===== src/rtl/seq_pkg.sv =====
package seq_pkg;

   // ****************************************************************
   // widths and timing
   // ****************************************************************
   localparam int DATA_W = 8;
   localparam int PADDR_W = 11;
   localparam int DADDR_W = 7;
   localparam int OP_W = 5;
   localparam int PHASES_PER_ICYCLE = 4;
   localparam logic [1:0] LAST_PHASE = 2'h3;
   localparam logic [PADDR_W-1:0] PC_RESET = 11'h000;
   localparam logic [DATA_W-1:0] ACC_RESET = 8'h00;
   localparam logic [DADDR_W-1:0] PCL_ADDR = 7'h06;
   localparam logic [DATA_W-1:0] MAX_VALUE = 8'hFF;
   localparam int STACK_DEPTH = 4;

   // ****************************************************************
   // operation classes
   // ****************************************************************
   typedef enum logic [OP_W-1:0] {
      nop_op,
      mov_to_acc_op,
      mov_to_mem_op,
      mov_imm_op,
      add_op,
      add_imm_op,
      sub_op,
      sub_imm_op,
      and_op,
      or_op,
      xor_op,
      complement_op,
      complement_to_acc_op,
      increment_op,
      increment_to_accumulator_op,
      decrement_op,
      decrement_to_accumulator_op,
      rotate_right_op,
      rotate_left_op,
      rotate_right_through_carry_op,
      rotate_left_through_carry_op,
      bit_set_op,
      bit_clear_op,
      skip_zero_op,
      skip_bit_zero_op,
      skip_bit_set_op,
      unconditional_jump_op,
      call_op,
      return_op,
      return_from_interrupt_op,
      table_read_op
   } op_t;

endpackage : seq_pkg


===== src/rtl/return_stack.sv =====
`timescale 1ns/1ps
module return_stack #(
   parameter int DEPTH = seq_pkg::STACK_DEPTH,
   parameter int WIDTH = seq_pkg::PADDR_W
) (
   input wire logic ref_clk,
   input wire logic resetn,
   input wire logic push,
   input wire logic pop,
   input wire logic [WIDTH-1:0] push_data,
   output logic [WIDTH-1:0] top_data
);
   import seq_pkg::*;

   localparam int PTR_W = $clog2(DEPTH);
   logic [WIDTH-1:0] mem [DEPTH];
   logic [PTR_W-1:0] ptr_reg;
   logic [PTR_W-1:0] ptr_next;
   logic [PTR_W-1:0] rd_ptr;

   assign ptr_next = push ? ptr_reg + 1'b1 : (pop ? ptr_reg - 1'b1 : ptr_reg);
   assign rd_ptr = ptr_reg - 1'b1;

   always_ff @(posedge ref_clk) begin
      if (!resetn) begin
         ptr_reg <= '0;
      end else begin
         ptr_reg <= ptr_next;
      end
   end

   always_ff @(posedge ref_clk) begin
      if (push) begin
         mem[ptr_reg] <= push_data;
      end
   end

   // registered read of the current top entry
   always_ff @(posedge ref_clk) begin
      if (!resetn) begin
         top_data <= '0;
      end else if (push) begin
         top_data <= push_data;
      end else if (pop) begin
         top_data <= mem[rd_ptr - 1'b1];
      end else begin
         top_data <= mem[rd_ptr];
      end
   end

endmodule : return_stack


===== src/rtl/instruction_cycle_sequencer.sv =====
`timescale 1ns/1ps
// Contract
// - one instruction cycle is exactly four system clocks
// - instructions otherwise complete in one instruction cycle
// - jump, call and table read take two instruction cycles
// - return and return from interrupt take two instruction cycles
// - writing program counter low byte jumps and costs one extra cycle
// - skip costs one cycle, two when the next instruction is skipped
// - satisfied test discards next instruction, resumes after it
// - call saves next address for return; plain jump saves nothing
// - move register to acc, acc to register, immediate to acc
// - add flags carry above 255, subtract flags borrow below zero
// - increment and decrement by one into acc or memory
// - logic operations set zero on zero result, clear otherwise
// - two-operand operations take one operand from the accumulator
// - rotate by one; through-carry variants exchange bit with carry
// - bit set and clear read, modify one bit, write back
// - table read fetches program memory constant into the table_data register
module instruction_cycle_sequencer (
   input wire logic ref_clk,
   input wire logic resetn,
   input wire logic instr_valid,
   input wire seq_pkg::op_t instr_op,
   input wire logic [seq_pkg::DADDR_W-1:0] instr_mem_addr,
   input wire logic [seq_pkg::DATA_W-1:0] instr_imm,
   input wire logic [2:0] instr_bit,
   input wire logic [seq_pkg::PADDR_W-1:0] instr_target,
   input wire logic [seq_pkg::DATA_W-1:0] mem_rdata,
   input wire logic [seq_pkg::DATA_W-1:0] table_rdata,
   output logic [seq_pkg::PADDR_W-1:0] pc,
   output logic fetch_strobe,
   output logic flush,
   output logic instr_done,
   output logic [seq_pkg::DADDR_W-1:0] mem_addr,
   output logic mem_we,
   output logic [seq_pkg::DATA_W-1:0] mem_wdata,
   output logic [seq_pkg::PADDR_W-1:0] table_addr,
   output logic [seq_pkg::DATA_W-1:0] table_data,
   output logic [seq_pkg::DATA_W-1:0] acc,
   output logic zero_flag,
   output logic carry_flag,
   output logic irq_enable
);
   import seq_pkg::*;

   // ****************************************************************
   // state
   // ****************************************************************
   typedef enum {exec_st, extra_st} state_t;

   state_t state_reg;
   state_t state_next;
   logic [1:0] phase_reg;
   logic [PADDR_W-1:0] pc_next;
   op_t op_reg;
   logic [DADDR_W-1:0] addr_reg;
   logic [DATA_W-1:0] imm_reg;
   logic [2:0] bit_reg;
   logic [PADDR_W-1:0] target_reg;
   logic [DATA_W-1:0] acc_next;
   logic [DATA_W-1:0] wdata_next;
   logic [PADDR_W-1:0] redirect_pc;
   logic table_pend_reg;

   // ****************************************************************
   // decode and datapath
   // ****************************************************************
   wire last_phase = (phase_reg == LAST_PHASE);
   wire issue = (state_reg == exec_st) && (phase_reg == 2'h0) && instr_valid;
   wire execute = (state_reg == exec_st) && last_phase;
   wire [DATA_W-1:0] operand = mem_rdata;
   wire [DATA_W-1:0] bit_mask = 8'h01 << bit_reg;
   wire [DATA_W:0] sum = {1'b0, acc} + {1'b0, operand};
   wire [DATA_W:0] sum_imm = {1'b0, acc} + {1'b0, imm_reg};
   wire [DATA_W:0] diff = {1'b0, acc} - {1'b0, operand};
   wire [DATA_W:0] diff_imm = {1'b0, acc} - {1'b0, imm_reg};
   wire [DATA_W-1:0] and_res = acc & operand;
   wire [DATA_W-1:0] or_res = acc | operand;
   wire [DATA_W-1:0] xor_res = acc ^ operand;
   wire [DATA_W-1:0] cpl_res = ~operand;
   wire [DATA_W-1:0] inc_res = operand + 8'h01;
   wire [DATA_W-1:0] dec_res = operand - 8'h01;
   wire [DATA_W-1:0] rr_res = {operand[0], operand[DATA_W-1:1]};
   wire [DATA_W-1:0] rl_res = {operand[DATA_W-2:0], operand[DATA_W-1]};
   wire [DATA_W-1:0] rrc_res = {carry_flag, operand[DATA_W-1:1]};
   wire [DATA_W-1:0] rlc_res = {operand[DATA_W-2:0], carry_flag};
   wire [DATA_W-1:0] set_res = operand | bit_mask;
   wire [DATA_W-1:0] clr_res = operand & ~bit_mask;
   wire is_branch = (op_reg == unconditional_jump_op) || (op_reg == call_op);
   wire is_return = (op_reg == return_op) ||
      (op_reg == return_from_interrupt_op);
   wire skip_taken = ((op_reg == skip_zero_op) && (operand == 8'h00)) ||
      ((op_reg == skip_bit_zero_op) && !operand[bit_reg]) ||
      ((op_reg == skip_bit_set_op) && operand[bit_reg]);
   wire mem_write_op = (op_reg == mov_to_mem_op) ||
      (op_reg == complement_op) || (op_reg == increment_op) ||
      (op_reg == decrement_op) || (op_reg == rotate_right_op) ||
      (op_reg == rotate_left_op) ||
      (op_reg == rotate_right_through_carry_op) ||
      (op_reg == rotate_left_through_carry_op) ||
      (op_reg == bit_set_op) || (op_reg == bit_clear_op);
   wire pcl_write = mem_write_op && (addr_reg == PCL_ADDR);
   wire two_cycle = is_branch || is_return || skip_taken || pcl_write ||
      (op_reg == table_read_op);
   wire push = execute && (op_reg == call_op);
   wire pop = execute && is_return;
   wire [PADDR_W-1:0] stack_top;
   wire [PADDR_W-1:0] seq_pc = pc + 11'h001;

   always_comb begin
      wdata_next = operand;
      acc_next = acc;
      unique case (op_reg)
         mov_to_acc_op: acc_next = operand;
         mov_to_mem_op: wdata_next = acc;
         mov_imm_op: acc_next = imm_reg;
         add_op: acc_next = sum[DATA_W-1:0];
         add_imm_op: acc_next = sum_imm[DATA_W-1:0];
         sub_op: acc_next = diff[DATA_W-1:0];
         sub_imm_op: acc_next = diff_imm[DATA_W-1:0];
         and_op: acc_next = and_res;
         or_op: acc_next = or_res;
         xor_op: acc_next = xor_res;
         complement_op: wdata_next = cpl_res;
         complement_to_acc_op: acc_next = cpl_res;
         increment_op: wdata_next = inc_res;
         increment_to_accumulator_op: acc_next = inc_res;
         decrement_op: wdata_next = dec_res;
         decrement_to_accumulator_op: acc_next = dec_res;
         rotate_right_op: wdata_next = rr_res;
         rotate_left_op: wdata_next = rl_res;
         rotate_right_through_carry_op: wdata_next = rrc_res;
         rotate_left_through_carry_op: wdata_next = rlc_res;
         bit_set_op: wdata_next = set_res;
         bit_clear_op: wdata_next = clr_res;
         default: acc_next = acc;
      endcase
   end

   // pcl write replaces only the low byte of the counter
   assign redirect_pc = is_branch ? target_reg :
      is_return ? stack_top :
      pcl_write ? {pc[PADDR_W-1:DATA_W], wdata_next} :
      skip_taken ? pc + 11'h002 : seq_pc;
   assign pc_next = execute ? redirect_pc : pc;
   assign state_next = (execute && two_cycle) ? extra_st :
      ((state_reg == extra_st) && last_phase) ? exec_st : state_reg;

   // ****************************************************************
   // sequencing registers
   // ****************************************************************
   always_ff @(posedge ref_clk) begin
      if (!resetn) begin
         phase_reg <= 2'h0;
         state_reg <= exec_st;
      end else begin
         phase_reg <= phase_reg + 2'h1;
         state_reg <= state_next;
      end
   end

   always_ff @(posedge ref_clk) begin
      if (!resetn) begin
         op_reg <= nop_op;
         addr_reg <= '0;
         imm_reg <= '0;
         bit_reg <= '0;
         target_reg <= PC_RESET;
      end else if (issue) begin
         op_reg <= instr_op;
         addr_reg <= instr_mem_addr;
         imm_reg <= instr_imm;
         bit_reg <= instr_bit;
         target_reg <= instr_target;
      end else if (execute) begin
         op_reg <= nop_op;
      end
   end

   always_ff @(posedge ref_clk) begin
      if (!resetn) begin
         pc <= PC_RESET;
         fetch_strobe <= 1'b0;
         flush <= 1'b0;
         instr_done <= 1'b0;
      end else begin
         pc <= pc_next;
         fetch_strobe <= last_phase;
         flush <= execute && two_cycle;
         instr_done <= (execute && !two_cycle) ||
            ((state_reg == extra_st) && last_phase);
      end
   end

   always_ff @(posedge ref_clk) begin
      if (!resetn) begin
         acc <= ACC_RESET;
         zero_flag <= 1'b0;
         carry_flag <= 1'b0;
         irq_enable <= 1'b0;
         mem_addr <= '0;
         mem_we <= 1'b0;
         mem_wdata <= '0;
         table_addr <= '0;
         table_data <= '0;
         table_pend_reg <= 1'b0;
      end else begin
         mem_addr <= issue ? instr_mem_addr : mem_addr;
         mem_we <= execute && mem_write_op;
         mem_wdata <= execute ? wdata_next : mem_wdata;
         if (execute) begin
            acc <= acc_next;
         end
         if (execute && (op_reg inside {and_op, or_op, xor_op,
               complement_op, complement_to_acc_op})) begin
            zero_flag <= (op_reg inside {complement_op,
               complement_to_acc_op}) ? (cpl_res == 8'h00) :
               (acc_next == 8'h00);
         end
         if (execute && (op_reg inside {add_op, add_imm_op})) begin
            carry_flag <= (op_reg == add_op) ? sum[DATA_W] :
               sum_imm[DATA_W];
         end else if (execute && (op_reg inside {sub_op, sub_imm_op})) begin
            carry_flag <= (op_reg == sub_op) ? diff[DATA_W] :
               diff_imm[DATA_W];
         end else if (execute && (op_reg inside
               {rotate_right_through_carry_op,
               rotate_right_op})) begin
            if (op_reg == rotate_right_through_carry_op) begin
               carry_flag <= operand[0];
            end
         end else if (execute &&
               (op_reg == rotate_left_through_carry_op)) begin
            carry_flag <= operand[DATA_W-1];
         end
         if (execute && (op_reg == return_from_interrupt_op)) begin
            irq_enable <= 1'b1;
         end
         if (execute && (op_reg == table_read_op)) begin
            table_addr <= target_reg;
         end
         if (execute) begin
            table_pend_reg <= (op_reg == table_read_op);
         end
         if ((state_reg == extra_st) && last_phase && table_pend_reg) begin
            table_data <= table_rdata;
         end
      end
   end

   return_stack #(
      .DEPTH(STACK_DEPTH),
      .WIDTH(PADDR_W)
   ) u_stack (
      .ref_clk(ref_clk),
      .resetn(resetn),
      .push(push),
      .pop(pop),
      .push_data(seq_pc),
      .top_data(stack_top)
   );
endmodule : instruction_cycle_sequencer


===== config.mk =====
export PLATFORM = sky130hd
export DESIGN_NAME = instruction_cycle_sequencer
export DESIGN_NICKNAME = d
export VERILOG_FILES = /design/src/rtl/seq_pkg.sv /design/src/rtl/return_stack.sv /design/src/rtl/instruction_cycle_sequencer.sv
export SDC_FILE = /design/constraint.sdc
export NUM_CORES = 1
export LEC_CHECK = 0
export BUFFER_PORTS_ARGS = -buffer_cell sky130_fd_sc_hd__buf_2
export CORE_UTILIZATION = 54
export DETAILED_ROUTE_END_ITERATION = 7
export HOLD_SLACK_MARGIN = 0.03
export PLACE_DENSITY = 0.84
export REMOVE_ABC_BUFFERS = 1
export SKIP_CTS_REPAIR_TIMING = 1
export SYNTH_ARGS = -nofsm -noshare
export SYNTH_HDL_FRONTEND = slang
export SYNTH_SLANG_ARGS = --single-unit
export TNS_END_PERCENT = 1

===== constraint.sdc =====
create_clock -name ref_clk -period 2.65 [get_ports ref_clk]
set_input_delay 0.265 -clock ref_clk [delete_from_list [all_inputs] [get_ports ref_clk]]
set_output_delay 0.265 -clock ref_clk [all_outputs]
set_load 0.02 [all_outputs]

==> flow_summary.json <==
{
  "p_per_area_nw_per_um2": 498,
  "cts.reportedPaths.clkPinSlew_ps": 70,
  "whs_path_depth": 3,
  "synth_cells": 1199,
  "cts_made_buffers": 17,
  "leakagePower_nw": 4.98,
  "synthArstFlopShare_pct": 0,
  "critPathBufInv": 1,
  "drt-wirelength-per-cell_um": 22.0,
  "path_cells": "inv_2, ha_2, fa_1, nand2_1, a32o_1, a22o_1, a2111oi_4, o2111ai_2, nor3_2, nand3_1, o32ai_2",
  "crit_fanout": 2,
  "ys_seq_area_share_pct": 33.7,
  "final.period_utilization_pct": 108,
  "worstPathRequired_ps": 3000,
  "yosys.area_share.adder_pct": 7.11,
  "crit_arrival_ps": 3220,
  "crit_slowest_cell": "fa_1",
  "slowest_delay_ps": 480,
  "clk_latency_ps": 440,
  "dieArea_sq_um": 19300,
  "power_frac_seq_pct": 40.1,
  "synth_top_area_cell": "dfxtp_1",
  "finalWirelength_um": 35800,
  "endpoint_kind": "flip-flop",
  "reg2reg_depth": 11,
  "worst_slack_ps": -220,
  "fin_tns_setup_ps": -298,
  "crit_type": "flip-flop to flip-flop",
  "synth.top_cells.by_count": "nand2_1, nor2_1, dfxtp_1, a21oi_1, clkbuf_1",
  "peakVddDrop_uv": 467,
  "drt_iter0_markers": 1388,
  "ctsHtreeMaxLevel": 4,
  "fillers": 1418,
  "antenna_cells": 0,
  "power.switching_mw": 2.02,
  "combPwrFrac_pct": 19.5,
  "switching_share_pct": 32.6,
  "syn2layout_area_growth_pct": 22.7,
  "power.share.clock_pct": 40.4,
  "maxSlewHeadroom_pct": 41.8,
  "via_per_inst": 6.59,
  "place_congestion": 1.01,
  "path_delay_family": "compound AO/OA/AOI/OAI gates",
  "synth_area_sq_um": 10100,
  "core_sq_um": 18100,
  "post-synth-top-count-cell": "nand2_1",
  "vias": 10700,
  "cts_max_path_buffers": 2,
  "ys_warn_count": 0,
  "hold_ws_ps": 50.2,
  "cp-start-kind": "flip-flop",
  "largest_reg_flops": 44,
  "syn_area_per_cell_sq_um": 8.42,
  "numPortBuffers": 112,
  "yosys-mux-area-fraction_pct": 6.70,
  "hold_path_class": "input port to flip-flop",
  "ant_nets": 0,
  "cap_violations": 0,
  "post_route_cells_drive_above_1_share_pct": 25.8,
  "cellInternalPower_mw": 4.16,
  "synth.area.top_cells": "dfxtp_1, edfxtp_1, ha_1, nand2_1, a21oi_1",
  "status": "complete, but fails checks",
  "die_x_um": 139,
  "nNetsFinal": 1493,
  "ys_dominant_reg_cell": "dfxtp_1",
  "cts_sinks": 148,
  "path_depth": 11,
  "fin_crit_ps": 2870,
  "top_register": "u_stack.mem",
  "synth_seq_cells": 148,
  "max_clock_freq_mhz": 348,
  "synth-compound-area-share_pct": 23.5,
  "rows": 49,
  "dpl_cell_area_sq_um": 11700,
  "initial_utilization_pct": 55.7,
  "dieHeight_um": 139,
  "synthSimpleGateAreaFrac_pct": 21.1,
  "synth-edff-count": 44,
  "synth_xor_area_share_pct": 2.34,
  "tritoncts": "built",
  "maxSlewViolCount": 0,
  "final_area_sq_um": 12400,
  "synth_top_area_share_pct": 20.6,
  "drc": 10,
  "grt_max_degree": 52,
  "first_global_vias": 10100,
  "hold_violations": 0,
  "synth_cell_types": 93,
  "antenna_found_initial": 0,
  "firstDrtPassIters": 8,
  "violations": "design-rule violations, negative setup slack",
  "rsz0062_at_grt": "yes",
  "cts_root_buffer": "clkbuf_16",
  "worstMarginPinSlew_ps": 871,
  "finClkSkew_ps": 12.2,
  "grt_use_total_pct": 36.8,
  "setup_viol": 4,
  "synth_top_family_by_area": "compound AO/OA/AOI/OAI gates",
  "grt_pass1_wl_um": 55200,
  "grt.overflow.total": 0,
  "io_pins": 113,
  "hpwlAfterDp_um": 26400
}
## metrics by stage
stage	cells	utilization (%)	total power, mW	setup WS, ps
floorplan	1112	-	3.11	-650
global placement	1594	64.4	3.64	-118
detailed placement	1594	64.4	3.65	-166
CTS	1626	67.9	6.13	-189
global route	1627	68.3	6.35	-307
finish	1627	68.3	6.17	-220
## per-layer routing
layer | vias to the layer above | GRT usage [%] | part of all wire [%]
met2 | 735 | 56.9 | 44
met5 | - | 0 | 0
met3 | 117 | 8.46 | 12
met1 | 5076 | 48.9 | 40
met4 | 0 | 17.3 | 4.1
li1 | 4790 | - | -
## logic make-up after synthesis
group / after synthesis
simple gates: 443
fa+ha+maj: 55
mux: 49
compound gates: 343
xor+xnor: 27
flops: 148
buf+inv: 134
## path summary, 6_finish.rpt
check	from	endpoint	slack, ps
setup / recovery	acc[0]$_SDFFE_PN0P_	zero_flag$_SDFFE_PN0P_	-220
hold / removal	table_rdata[1]	table_data[1]$_SDFFE_PN0P_	50
setup reg to reg	acc[0]$_SDFFE_PN0P_	zero_flag$_SDFFE_PN0P_	-220
hold reg to reg	mem_wdata[6]$_SDFFE_PN0P_	mem_wdata[6]$_SDFFE_PN0P_	450
## power groups by stage
stage          Clock, mW  Combinational [mW]  Sequential (mW)
2_1_floorplan          0               0.562             2.55
3_3_place_gp           0                1.12             2.52
3_5_place_dp           0                1.13             2.52
4_1_cts             2.52                1.14             2.47
5_1_grt             2.60                1.28             2.48
6_report            2.50                1.20             2.47
## worst register-to-register path, delay by kind of cell (launching register included)
kind	cells	cell delay [ps]
buffers and inverters	1	50
adder cells (fa/ha/maj)	2	680
flip-flops	1	340
AND/OR/NAND/NOR	3	490
AO/OA/AOI/OAI	5	1240
## final cells by class
class                   instances  area (sq um)  area share [%]
clock inverters                15           196            1.58
well taps                     229           287            2.31
repair buffers                254          1690            13.7
flip-flops and latches        148          3410            27.5
multi-input cells             917          6210            50.1
inverters                      47           176            1.42
clock buffers                  17           425            3.43
## layout by cell type (no fill, tap or decap), types with 34 or more instances in the layout
cell      instances
ha_1             48
o21ai_0          47
nand3_1          34
a21oi_1         101
nand2_1         147
dfxtp_1          99
edfxtp_1         44
buf_4           136
buf_2           112
nor2_1          113
inv_1            42
No activity file was read; power rests on OpenSTA's default activity.
